===== src/logic/swg_params.svh =====
`ifndef SWG_PARAMS_SVH
`define SWG_PARAMS_SVH
// register offsets on the memory-mapped register port
`define SWG_CFG_OFFSET      8'h28
`define SWG_CTRL_OFFSET     8'h2b
// count config field positions (low bit of each 3-bit field)
`define SWG_PROG_LO_LSB     0
`define SWG_PROG_HI_LSB     3
`define SWG_DATA_LO_LSB     6
`define SWG_DATA_HI_LSB     9
`define SWG_IO_LSB          12
`define SWG_XPROG_SEL_BIT   15
// multiplier ctrl field position
`define SWG_DOUBLER_BIT     0
// reset values
`define SWG_CFG_RESET       16'h7fff
`define SWG_CTRL_RESET      16'h0000
// extended program split: upper range starts and ends here
`define SWG_XPROG_HI_BASE   23'h040000
`define SWG_XPROG_HI_TOP    23'h07ffff
// largest inserted software count
`define SWG_MAX_WAIT        4'he
`endif


===== src/logic/swg_pkg.sv =====
package swg_pkg;
   // external access space
   typedef enum logic [1:0] {
      SWG_SP_PROG = 2'h0,
      SWG_SP_DATA = 2'h1,
      SWG_SP_IO   = 2'h2
   } swg_space_e;
   // access sequencer, one-hot
   typedef enum logic [1:0] {
      SWG_ST_IDLE = 2'b01,
      SWG_ST_STRB = 2'b10
   } swg_state_e;
   typedef logic [3:0] swg_count_t;
endpackage : swg_pkg


===== src/logic/swg_wait_gen.sv =====
// Notes on behaviour
// - software waits stretch cycles up to fourteen
// - all-zero counts gate the generator clocks off
// - low fifteen bits hold five 3-bit counts
// - one doubler bit scales counts by one/two
// - reset gives seven waits on every range
// - bits 14-12 count for all I/O accesses
// - bits 11-9 count for upper data half
// - bits 8-6 count for lower data half
// - bits 5-3 upper program range, split by select
// - bits 2-0 lower program range, split by select
// - bit 15 selects program split, resets zero
// - doubler is ctrl bit 0, resets zero
// - doubler set doubles counts, max fourteen
// - reserved ctrl bits ignore writes
`timescale 1ns/1ps
`include "swg_params.svh"
module swg_wait_gen
   import swg_pkg::*;
#(
   parameter int ADDR_W = 23
) (
   input  wire logic              CLK_IN,
   input  wire logic              SYS_RST_IN,
   // memory-mapped register port
   input  wire logic [7:0]        MMR_ADDR_IN,
   input  wire logic              MMR_WR_IN,
   input  wire logic [15:0]       MMR_WDATA_IN,
   output logic      [15:0]       MMR_RDATA_OUT,
   // external access request from the core
   input  wire logic              ACC_REQ_IN,
   input  wire logic [1:0]        ACC_SPACE_IN,
   input  wire logic [ADDR_W-1:0] ACC_ADDR_IN,
   input  wire logic              READY_IN,
   output logic                   ACC_BUSY_OUT,
   output logic                   ACC_STROBE_OUT,
   output logic                   ACC_DONE_OUT,
   output logic                   CLK_GATE_OUT
);

   logic [15:0]      cfg_reg;
   logic             doubler_reg;
   swg_state_e       state_reg;
   swg_count_t       wait_cnt_reg;
   swg_count_t       count_next;
   logic [2:0]       base_sel;
   logic             gate_now;
   logic             req_take;
   logic             cfg_hit;
   logic             ctrl_hit;

   assign cfg_hit  = MMR_ADDR_IN == `SWG_CFG_OFFSET;
   assign ctrl_hit = MMR_ADDR_IN == `SWG_CTRL_OFFSET;

   // count config register; reset loads seven on every range
   always_ff @(posedge CLK_IN or posedge SYS_RST_IN) begin
      if (SYS_RST_IN) begin
         cfg_reg <= `SWG_CFG_RESET;
      end else if (MMR_WR_IN && cfg_hit) begin
         cfg_reg <= MMR_WDATA_IN;
      end
   end

   // only the doubler is stored; reserved bits are not
   always_ff @(posedge CLK_IN or posedge SYS_RST_IN) begin
      if (SYS_RST_IN) begin
         doubler_reg <= 1'b0;
      end else if (MMR_WR_IN && ctrl_hit) begin
         doubler_reg <= MMR_WDATA_IN[`SWG_DOUBLER_BIT];
      end
   end

   // registered read-back, one cycle after the address
   always_ff @(posedge CLK_IN or posedge SYS_RST_IN) begin
      if (SYS_RST_IN) begin
         MMR_RDATA_OUT <= 16'h0000;
      end else if (cfg_hit) begin
         MMR_RDATA_OUT <= cfg_reg;
      end else if (ctrl_hit) begin
         MMR_RDATA_OUT <= {15'h0000, doubler_reg};
      end else begin
         MMR_RDATA_OUT <= 16'h0000;
      end
   end

   // pick the base count from space and address
   always_comb begin
      base_sel = cfg_reg[`SWG_IO_LSB +: 3];
      unique case (ACC_SPACE_IN)
         SWG_SP_DATA: begin
            if (ACC_ADDR_IN[15]) begin
               base_sel = cfg_reg[`SWG_DATA_HI_LSB +: 3];
            end else begin
               base_sel = cfg_reg[`SWG_DATA_LO_LSB +: 3];
            end
         end
         SWG_SP_PROG: begin
            // select clear: split on page offset; set: fixed window
            if (cfg_reg[`SWG_XPROG_SEL_BIT] ?
                (ACC_ADDR_IN >= `SWG_XPROG_HI_BASE &&
                 ACC_ADDR_IN <= `SWG_XPROG_HI_TOP) :
                ACC_ADDR_IN[15]) begin
               base_sel = cfg_reg[`SWG_PROG_HI_LSB +: 3];
            end else begin
               base_sel = cfg_reg[`SWG_PROG_LO_LSB +: 3];
            end
         end
         default: base_sel = cfg_reg[`SWG_IO_LSB +: 3];
      endcase
   end

   // doubling never passes fourteen since fields top out at seven
   assign count_next = doubler_reg ? {base_sel, 1'b0}
                                   : {1'b0, base_sel};

   // all five counts zero lets the counter clock sleep
   assign gate_now = cfg_reg[14:0] == 15'h0000;

   always_ff @(posedge CLK_IN or posedge SYS_RST_IN) begin
      if (SYS_RST_IN) begin
         CLK_GATE_OUT <= 1'b0;
      end else begin
         CLK_GATE_OUT <= gate_now;
      end
   end

   assign req_take       = ACC_REQ_IN && state_reg == SWG_ST_IDLE;
   assign ACC_BUSY_OUT   = state_reg == SWG_ST_STRB;
   assign ACC_STROBE_OUT = state_reg == SWG_ST_STRB;
   // ends only when the count is spent and ready is seen
   assign ACC_DONE_OUT   = state_reg == SWG_ST_STRB &&
                           wait_cnt_reg == 4'h0 && READY_IN;

   // access sequencer: strobe stands for one cycle plus the waits
   always_ff @(posedge CLK_IN or posedge SYS_RST_IN) begin
      if (SYS_RST_IN) begin
         state_reg <= SWG_ST_IDLE;
      end else begin
         unique case (state_reg)
            SWG_ST_IDLE: begin
               if (ACC_REQ_IN) begin
                  state_reg <= SWG_ST_STRB;
               end
            end
            SWG_ST_STRB: begin
               if (ACC_DONE_OUT) begin
                  state_reg <= SWG_ST_IDLE;
               end
            end
         endcase
      end
   end

   // wait counter; loads zero on an access while gated so it burns no toggles
   always_ff @(posedge CLK_IN or posedge SYS_RST_IN) begin
      if (SYS_RST_IN) begin
         wait_cnt_reg <= 4'h0;
      end else if (req_take) begin
         wait_cnt_reg <= gate_now ? 4'h0 : count_next;
      end else if (wait_cnt_reg != 4'h0) begin
         wait_cnt_reg <= wait_cnt_reg - 4'h1;
      end
   end

   // helper: strobe length and the count loaded for this access
   logic [4:0]  strb_len_reg;
   swg_count_t  taken_reg;
   always_ff @(posedge CLK_IN or posedge SYS_RST_IN) begin
      if (SYS_RST_IN) begin
         strb_len_reg <= 5'h00;
         taken_reg    <= 4'h0;
      end else if (req_take) begin
         strb_len_reg <= 5'h01;
         taken_reg    <= gate_now ? 4'h0 : count_next;
      end else if (ACC_STROBE_OUT && strb_len_reg != 5'h1f) begin
         strb_len_reg <= strb_len_reg + 5'h01;
      end
   end

   max_wait_a: assert property (@(posedge CLK_IN) disable iff (SYS_RST_IN)
      wait_cnt_reg <= `SWG_MAX_WAIT)
      else $error("wait count above fourteen");
   gate_a: assert property (@(posedge CLK_IN) disable iff (SYS_RST_IN)
      gate_now |=> CLK_GATE_OUT)
      else $error("clock gate not raised on all-zero counts");
   // a gated generator must not stretch anything
   gate_cnt_a: assert property (@(posedge CLK_IN) disable iff (SYS_RST_IN)
      req_take && gate_now |=> wait_cnt_reg == 4'h0)
      else $error("gated access loaded a nonzero count");
   cfg_wr_a: assert property (@(posedge CLK_IN) disable iff (SYS_RST_IN)
      MMR_WR_IN && cfg_hit |=> cfg_reg == $past(MMR_WDATA_IN))
      else $error("config write not stored");
   reset_val_a: assert property (@(posedge CLK_IN) disable iff (SYS_RST_IN)
      $fell(SYS_RST_IN) |-> cfg_reg == 16'h7fff && !doubler_reg)
      else $error("reset values wrong");
   io_count_a: assert property (@(posedge CLK_IN) disable iff (SYS_RST_IN)
      req_take && ACC_SPACE_IN == SWG_SP_IO && !gate_now |=>
      wait_cnt_reg == ($past(doubler_reg) ?
         {$past(cfg_reg[14:12]), 1'b0} :
         {1'b0, $past(cfg_reg[14:12])}))
      else $error("io access loaded wrong count");
   data_hi_a: assert property (@(posedge CLK_IN) disable iff (SYS_RST_IN)
      req_take && ACC_SPACE_IN == SWG_SP_DATA && ACC_ADDR_IN[15] &&
      !doubler_reg |=> wait_cnt_reg == {1'b0, $past(cfg_reg[11:9])})
      else $error("upper data access loaded wrong count");
   prog_lo_a: assert property (@(posedge CLK_IN) disable iff (SYS_RST_IN)
      req_take && ACC_SPACE_IN == SWG_SP_PROG && !cfg_reg[15] &&
      !ACC_ADDR_IN[15] && doubler_reg |=>
      wait_cnt_reg == {$past(cfg_reg[2:0]), 1'b0})
      else $error("lower program access loaded wrong count");
   ctrl_rd_a: assert property (@(posedge CLK_IN) disable iff (SYS_RST_IN)
      ctrl_hit |=> MMR_RDATA_OUT[15:1] == 15'h0000 &&
      MMR_RDATA_OUT[0] == $past(doubler_reg))
      else $error("control read-back wrong");
   strb_len_a: assert property (@(posedge CLK_IN) disable iff (SYS_RST_IN)
      ACC_DONE_OUT |-> strb_len_reg >= {1'b0, taken_reg} + 5'h01)
      else $error("strobe shorter than programmed count");
   ready_hold_a: assert property (@(posedge CLK_IN) disable iff (SYS_RST_IN)
      ACC_STROBE_OUT && wait_cnt_reg == 4'h0 && !READY_IN |=>
      ACC_STROBE_OUT)
      else $error("strobe dropped while not ready");

   zero_wait_c: cover property (@(posedge CLK_IN) disable iff (SYS_RST_IN)
      req_take && gate_now ##1 ACC_DONE_OUT);
   doubled_c: cover property (@(posedge CLK_IN) disable iff (SYS_RST_IN)
      ACC_DONE_OUT && taken_reg == `SWG_MAX_WAIT);
   ready_stall_c: cover property (@(posedge CLK_IN) disable iff (SYS_RST_IN)
      ACC_STROBE_OUT && wait_cnt_reg == 4'h0 && !READY_IN ##1
      ACC_DONE_OUT);

endmodule : swg_wait_gen


===== config.mk =====
export PLATFORM = sky130hd
export DESIGN_NAME = swg_wait_gen
export DESIGN_NICKNAME = d
export VERILOG_FILES = /design/src/logic/swg_pkg.sv /design/src/logic/swg_wait_gen.sv
export VERILOG_INCLUDE_DIRS = /design/src /design/src/logic
export SDC_FILE = /design/constraint.sdc
export NUM_CORES = 1
export LEC_CHECK = 0
export BUFFER_PORTS_ARGS = -buffer_cell sky130_fd_sc_hd__buf_2
export CORE_MARGIN = 5
export CORE_UTILIZATION = 29
export DETAILED_ROUTE_END_ITERATION = 16
export GPL_TIMING_DRIVEN = 0
export HOLD_SLACK_MARGIN = 0.05
export MAX_ROUTING_LAYER = met4
export SLEW_MARGIN = 20
export SYNTH_ARGS = -nofsm -noshare
export SYNTH_HDL_FRONTEND = slang
export SYNTH_SLANG_ARGS = --single-unit
export TNS_END_PERCENT = 5

===== constraint.sdc =====
create_clock -name CLK_IN -period 2.2 [get_ports CLK_IN]
set_clock_uncertainty 0.05 [all_clocks]
set_input_delay 0.44 -clock CLK_IN [delete_from_list [all_inputs] [get_ports CLK_IN]]
set_output_delay 0.44 -clock CLK_IN [all_outputs]
set_load 0.005 [all_outputs]

==> Word-level counts from Yosys, hierarchy flattened <==
Cells that the tools add are included.
Widths: inputs -> output; s select.
{ "op_classes": {"n_addsub": 1, "n_lt_le_gt_ge": 2, "eq_ne": 7, "mux": 13, "n_reduce_logical": 12} }
{ "ops": {"columns": ["operator", "n"], "rows": [
  ["$ge 23x19->1 const B", 1],
  ["$le 23x19->1 const B", 1],
  ["$eq 8x6->1 const B", 2],
  ["$mux 16", 1],
  ["$mux 4", 4],
  ["$logic_not 15->1", 1],
  ["$logic_and 1x1->1", 6],
  ["$mux 3", 2],
  ["$pmux 3 s2", 1],
  ["$eq 2x1->1 const B", 2],
  ["$logic_not 4->1", 1],
  ["$mux 2", 2],
  ["$pmux 2 s2", 1],
  ["$reduce_bool 4->1", 1],
  ["$sub 4x1->4 const B", 1],
  ["$eq 2x2->1 const B", 1],
  ["$logic_not 2->1", 1],
  ["$mux 1", 2],
  ["$ne 2x1->1 const B", 1],
  ["$ne 2x2->1 const B", 1],
  ["$reduce_and 2->1", 1],
  ["$reduce_bool 2->1", 1]
]} }
{ "totals": {"ff_bits": 40, "input_bits": 54} }

==> Depth between registers and ports, before layout <==
Gate-level depths: netlist of run 1.
{ "logic_depth": {"ltp_word": 8, "mapped_depth": 7, "ltp_nobuf": 7} }

==> Least setup slack after synthesis of run 1 <==
OpenSTA, ideal clock, no wires.
{ "synth_timing": {"path_type": "input port to flip-flop", "from": "input port ACC_ADDR_IN[21]", "to": "register wait_cnt_reg[0]", "setup_time_ps": 78, "t_arrival_ps": 1745, "path_slack_ps": 327, "cell_stages": 5, "path_buffers": 0, "path_cell_list": "nor4b_2 > a31oi_1 > mux2_4 > or4_1 > o21ai_1"} }
{ "synth_via": {"elab_chain_len": 8} }
{ "synth_rtl": {"columns": ["element", "line", "text"], "rows": [
  ["start: declaration", "swg_wait_gen.sv:33", "input wire logic [ADDR_W-1:0] ACC_ADDR_IN,"],
  ["$ge 23x19->1 (no line) / $le 23x19->1 (equally long branches)", null, null],
  ["$logic_and 1x1->1 (no line) *", null, null],
  ["$mux 1 *", "swg_wait_gen.sv:99", "if (cfg_reg[`SWG_XPROG_SEL_BIT] ?"],
  ["$mux 3 *", "swg_wait_gen.sv:99", null],
  ["$pmux 3 s2 *", "swg_wait_gen.sv:89", "unique case (ACC_SPACE_IN)"],
  ["$mux 4 *", "swg_wait_gen.sv:113", "assign count_next = doubler_reg ? {base_sel, 1'b0}"],
  ["$mux 4 *", null, null],
  ["$mux 4 *", "swg_wait_gen.sv:158", "end else if (req_take) begin"],
  ["end signal: assignment", "swg_wait_gen.sv:159", "wait_cnt_reg <= gate_now ? 4'h0 : count_next;"],
  ["end signal: assignment", "swg_wait_gen.sv:161", "wait_cnt_reg <= wait_cnt_reg - 4'h1;"],
  ["end: declaration", "swg_wait_gen.sv:44", "swg_count_t wait_cnt_reg;"]
]} }
Mark *: on every way between the ends. The rest lies on a longest branch, timed or not.
A chain may end at the register's enable or synchronous reset.

==> Worst setup path after layout of run 1 <==
{ "layout_timing": {"from": "register wait_cnt_reg[0]", "to": "output port ACC_DONE_OUT"} }
{ "layout_via": {"elab_chain_len": 3} }
{ "layout_rtl": {"columns": ["element", "line", "text"], "rows": [
  ["$logic_not 4->1", "swg_wait_gen.sv:132", "wait_cnt_reg == 4'h0 && READY_IN;"],
  ["$logic_and 1x1->1", "swg_wait_gen.sv:131", "assign ACC_DONE_OUT = state_reg == SWG_ST_STRB &&"],
  ["$logic_and 1x1->1", "swg_wait_gen.sv:132", null],
  ["end: declaration", "swg_wait_gen.sv:37", "output logic ACC_DONE_OUT,"]
]} }
Every way passes these cells.

==> summary.txt, run 1 <==
Status = finished, final reports clean
PD cells = 757.7 nW/um2
Die X = 88.96 um
Commonest non-fill, non-tap cells in the layout = buf_2 (56), dfrtp_1 (24), mux2_2 (19)
Leakage Power = 1.202 nW
Hold_buf cts = 0
CTS Buf Count = 5
Slew HR = 0.6301
Final setup margin = 0.1662 ns
Mapped Area = 1808 um2
Area Overhead vs Synth = 27.96%
Critical Path Fanout Max = 5
Clock-pin slew on the worst setup and hold paths = 0.07 ns
Fmax achieved = 491.7 MHz
Period utilisation layout = 0.9245
Initial Utilization = 0.3018
Initial DRT Pass Iterations = 4
TritonCTS clock tree = done
Max-cap violation count = 0
HPWL Detailed = 3254 um
Worst Path Arrival = 1.54 ns
Seq/Total Area, Yosys = 0.5647
Setup violators final = 0
Mapped Cells = 149
Site Rows = 28
GP Congestion = 0.7821
Antenna cells = 0
Core Area = 5991 um2
Fin. Hold Viols = 0
Share of layout cells above drive strength 1 = 0.5047
Met3 Usage GRT = 0.03502
Clock sinks = 40
Yosys warns = 0
Nature of the critical path startpoint = flip-flop
Gr usage total = 0.1174
IO Pins = 74
Multi-input gate area = 742.0 um2
Vias per cell = 4.554
Syn Nets = 205
Final min period = 2.034 ns
Global-route wire length before repair = 6762 um
I/O Buffers = 56
Kind of critical path = flip-flop to output port
Grt peak-use layer = met2
VDD IR max = 0.3627 mV
Top-area cell type share of the netlist area = 0.3322
Register area = 1021 um2
Placed Cells = 281
Antenna violations before repair = 0
Fillcell total = 613
Starting DRT DRC Count = 83
Antenna Nets Post-Route = 0
Die area = 7914 um2
Met1 Track Usage GR = 0.1439
CTS H-tree depth = 2
Post-synth EDFFs = 0
Worst min path class = input port to asynchronous set/reset pin
Nature of the critical path endpoint = output port
Vias in the first global route = 1421
Most common cell after layout, fill and taps aside = buf_2
Primary FF master, synth = dfrtp_1
Drt wl/cell = 14.06 um
GR Util met2 = 0.1822
DRC Markers = 0
Largest net degree at the start of global routing = 22
WP data required = 1.71 ns
Post-Layout Cell Count = 289
#FFs+latches synth = 40
Drt total wl = 4062 um
GR Overflow Total = 0
Worst-Skew Late Latency = 0.29 ns
Clk Tree Root Cell = clkbuf_8
Fin. max-slew vios = 0
DR vias = 1316
Fin nets = 269
Synth area leaders = dfrtp_1 (33%), dfstp_2 (23%), mux2_2 (12%)
Worst-Margin Slew = 0.5548 ns
Pre-CTS WS = -0.007525 ns
Async set or reset register ratio after synthesis = 1.000
Synth area leader = dfrtp_1
Synth unique cells = 41
Die height = 88.96 um
Avg Inst Size Synth = 12.13 um2
Unrepaired setup endpoints after global routing = no
Max clock buf depth = 2
-- metrics by stage --
stage	hold WS (ns)	power, W	cell area (um2)	setup TNS, ns	util
2_1_floorplan	0.4574	0.001124	1808	0	-
3_3_place_gp	0.4966	0.001234	2182	0	0.3642
3_5_place_dp	0.4203	0.001254	2210	-0.03916	0.3688
4_1_cts	0.1010	0.001759	2307	0	0.3851
5_1_grt	0.1328	0.001872	2313	0	0.3862
6_report	0.09619	0.001753	2313	0	0.3862
-- final timing paths --
| path | from | depth (start not counted) | slack (ns) | endpoint |
|---|---|---|---|---|
| worst max-delay path | wait_cnt_reg[0] | 6 | 0.17 | ACC_DONE_OUT |
| worst min-delay path | SYS_RST_IN | 2 | 0.1 | MMR_RDATA_OUT[6] |
| max in group asynchronous | SYS_RST_IN | 3 | 1.47 | cfg_reg[4] |
| min in group CLK_IN | MMR_WDATA_IN[7] | 2 | 0.32 | cfg_reg[7] |
| worst min register to register | cfg_reg[0] | 2 | 0.50 | MMR_RDATA_OUT[0] |
| worst max register to register | cfg_reg[15] | 5 | 0.19 | wait_cnt_reg[0] |
-- critical path, cell delays in order, from the launching register on --
cell     delay (ns)
dfrtp_1        0.40
inv_1          0.09
ha_1           0.18
nor3b_4        0.30
nand3_1        0.11
inv_1          0.07
buf_2          0.11
-- report_power, final --
| group | internal [W] | switching [W] | total, W | leakage (nW) |
|---|---|---|---|---|
| Combinational | 0.000203 | 0.000173 | 0.000377 | 0.666 |
| Clock | 0.000250 | 0.000245 | 0.000495 | 0.0510 |
| Sequential | 0.000819 | 0.0000625 | 0.000882 | 0.485 |
-- area by class of cell --
cell class,instances,share of cell area
Sequential cell,40,0.4413
Inverter,9,0.01460
Clock inverter,2,0.004327
Tap cell,75,0.04056
Buffer,5,0.009735
Clock buffer,6,0.03569
Timing Repair Buffer,57,0.1330
Multi-Input combinational cell,95,0.3207
-- synth_stat cells, drive strengths merged (4+ instances only) --
| master | instances |
|---|---|
| and3 | 15 |
| nor2 | 10 |
| dfstp | 16 |
| nand2 | 4 |
| inv | 9 |
| mux2i | 4 |
| mux2 | 20 |
| dfrtp | 24 |
-- repair_timing --
action	4_1_cts	5_1_grt
gates resized for setup	1	1
setup buffers	0	0
pin swaps	0	0
setup endpoints to repair	1	1
-- metal layers --
metal / routed length, um / vias up / part of all wire
met1: 1803 / 615 / 0.44
li1: - / 655 / -
met2: 1984 / 39 / 0.49
met3: 206 / 7 / 0.051
met4: 69 / 0 / 0.017
met5: 0 / - / 0
-- kinds of logic (layout without fill, tap and decap cells) --
logic type / Yosys count / count (layout) / share of synthesized area
buf+inv: 14 / 79 / 0.03115
simple gates: 53 / 53 / 0.1772
flops: 40 / 40 / 0.5647
compound gates: 14 / 14 / 0.05467
xor+xnor: 2 / 2 / 0.009690
fa+ha+maj: 2 / 2 / 0.01384
mux: 24 / 24 / 0.1488
Power figures use the tool's default switching activity.
==> run 2: changes to the inputs <==
--- a/config.mk
+++ b/config.mk
@@ -6,6 +6,7 @@
 export SDC_FILE = /design/constraint.sdc
 export NUM_CORES = 1
 export LEC_CHECK = 0
+export ABC_AREA = 1
 export BUFFER_PORTS_ARGS = -buffer_cell sky130_fd_sc_hd__buf_2
 export CORE_MARGIN = 5
 export CORE_UTILIZATION = 29
==> run 2 against run 1 <==
  * Critical path depth up 1
  * Area after synthesis up 3.9%
  * Flip-flop and latch count unchanged
  * Count of clock-buffer cells in the layout up 1
  * Largest cell class unchanged
  * Combinational power up 6.1%
  * Largest power group unchanged
  * Critical endpoint unchanged
==> summary.txt, run 2 <==
Final design utilization = 0.3746
IO Pins = 74
Primary FF master, synth = dfrtp_1
GP Congestion = 0.8302
Syn Nets = 272
Drt wl/cell = 11.81 um
Global-route wire length before repair = 7251 um
Antenna cells = 0
Initial Utilization = 0.2977
WP data required = 1.71 ns
Placed Cells = 350
Setup tns final = 0 ns
Post-CTS sizing = 0
NetSw = 0.0005060 W
Worst Path Arrival = 1.40 ns
Cell Area, Placed = 2283 um2
Synth top cells by count = nand2_1 (42), inv_1 (40), nor2_1 (36), dfrtp_1 (24), nand3_1 (19)
HPWL Detailed = 3307 um
Async set or reset register ratio after synthesis = 1.000
Grt peak-use layer = met2
Synth area leader = dfrtp_1
Drt total wl = 4228 um
Fin. Hold Viols = 0
Commonest non-fill, non-tap cells in the layout = buf_2 (56), nand2_1 (42), inv_1 (39)
Logic gate share of total power = 0.231
Period utilisation layout = 0.8606
Sw frac = 0.2924
Clock-pin slew on the worst setup and hold paths = 0.08 ns
Die area = 8190 um2
Die height = 90.50 um
Met3 Usage GRT = 0.03167
Largest net degree at the start of global routing = 24
Site Rows = 29
DR vias = 1516
Fmax achieved = 528.2 MHz
Total power draw = 0.001731 W
Vias per cell = 4.235
GR Util met2 = 0.1901
Post-synth EDFFs = 0
Max-cap violation count = 0
Post-route cell area = 2365 um2
Mapped Area = 1879 um2
Antenna violations before repair = 0
Post-CTS setup buffers = 0
Clock share of power = 0.272
Post-Layout Cell Count = 358
I/O Buffers = 56
CTS H-tree depth = 2
Critical-path cell list = inv_1, ha_1, nand3_1, inv_1, nand3_1, inv_1, buf_2
Nature of the critical path endpoint = output port
TritonCTS clock tree = done
Most common cell after layout, fill and taps aside = buf_2
Hold_buf cts = 0
Yosys warns = 0
Fin nets = 336
Status = finished, final reports clean
Share of layout cells above drive strength 1 = 0.3310
Unrepaired setup endpoints after global routing = no
Synth area leaders = dfrtp_1 (32%), dfstp_2 (22%), nand2_1 (8.4%)
Final min period = 1.893 ns
Top-count cell post-synth = nand2_1
Crit path top cell by count = inv_1
Top-area cell type share of the netlist area = 0.3196
Initial DRT Pass Iterations = 4
Cell Int Power = 0.001225 W
Seq pwr share = 0.497
Core Area = 6314 um2
PD cells = 731.9 nW/um2
Fin. max-slew vios = 0
DRC Markers = 0
Worst R2R Setup Slack = 0.71 ns
Fillcell total = 682
Critical Path Fanout Max = 5
Kind of critical path = flip-flop to output port
Area Overhead vs Synth = 25.83%
GR Overflow Total = 0
CTS Buf Count = 5
Max clock buf depth = 2
Worst-Margin Slew = 0.4817 ns
Clk Tree Root Cell = clkbuf_8
Starting DRT DRC Count = 66
Antenna Nets Post-Route = 0
Clock sinks = 40
Mapped Cells = 216
Worst min path class = input port to asynchronous set/reset pin
Leakage Power = 1.361 nW
VDD IR max = 0.2863 mV
Nature of the critical path startpoint = flip-flop
#FFs+latches synth = 40
Slowest-stage cell, CP = dfrtp_1
Setup violators final = 0
Slew HR = 0.6789
Met1 Track Usage GR = 0.1296
Die X = 90.50 um
Avg Inst Size Synth = 8.700 um2
Seq/Total Area, Yosys = 0.5433
Slowest stage delay, CP = 0.36 ns
Vias in the first global route = 1578
Gr usage total = 0.1131
Synth unique cells = 24
Worst-Skew Late Latency = 0.29 ns
-- run 2: metal layers --
metal / wire (um) / share of wire
met1: 1907 / 0.45
met2: 2106 / 0.50
met3: 155 / 0.037
met4: 59 / 0.014
met5: 0 / 0
-- run 2: power by group through the flow --
stage	Clock [W]	Combinational, W	Sequential (W)
after floorplan	0	0.000287	0.000866
after global placement	0	0.000382	0.000872
after detailed placement	0	0.000401	0.000873
after CTS	0.000484	0.000403	0.000860
after global routing	0.000512	0.000465	0.000870
final	0.000470	0.000400	0.000861
-- run 2: final timing paths --
kind | to | from | cells past startpoint
min reg2reg | cfg_reg[3] | cfg_reg[3] | 2
max in group asynchronous | cfg_reg[2] | SYS_RST_IN | 3
max reg2reg | wait_cnt_reg[3] | state_reg[0] | 6
max | ACC_DONE_OUT | wait_cnt_reg[0] | 7
min in group CLK_IN | cfg_reg[1] | MMR_WDATA_IN[1] | 3
min | CLK_GATE_OUT | SYS_RST_IN | 2
-- run 2: cell families (layout without fill, tap and decap cells) --
| family | after synthesis | after routing | share of synthesized area |
|---|---|---|---|
| buffers and inverters | 45 | 110 | 0.1039 |
| adder cells (fa/ha/maj) | 2 | 2 | 0.01331 |
| AO/OA/AOI/OAI | 26 | 26 | 0.08922 |
| XOR/XNOR | 2 | 2 | 0.009323 |
| flip-flops | 40 | 40 | 0.5433 |
| AND/OR/NAND/NOR | 101 | 101 | 0.2410 |
-- run 2: per-stage QoR --
stage               setup WS (ns)  hold slack (ns)
detailed placement         0.4271           0.4237
CTS                        0.2878           0.1016
global placement           0.2565           0.4438
floorplan                  0.7664           0.4263
global route               0.1903           0.1166
finish                     0.3066          0.08810
-- run 2: area by class of cell --
type	count	area [um2]	area share
flip-flops and latches	40	1021	0.4317
clock inverters	1	5.005	0.002116
inverters	40	150.1	0.06349
well taps	77	96.34	0.04074
repair buffers	57	307.8	0.1302
clock buffers	7	76.32	0.03228
plain buffers	5	45.04	0.01905
multi-input cells	131	663.1	0.2804
-- run 2: critical path: cells and delay by family (launching register included) --
| kind | cells | cell delay [ns] |
|---|---|---|
| buf+inv | 4 | 0.42 |
| flops | 1 | 0.36 |
| simple gates | 2 | 0.16 |
| fa+ha+maj | 1 | 0.17 |
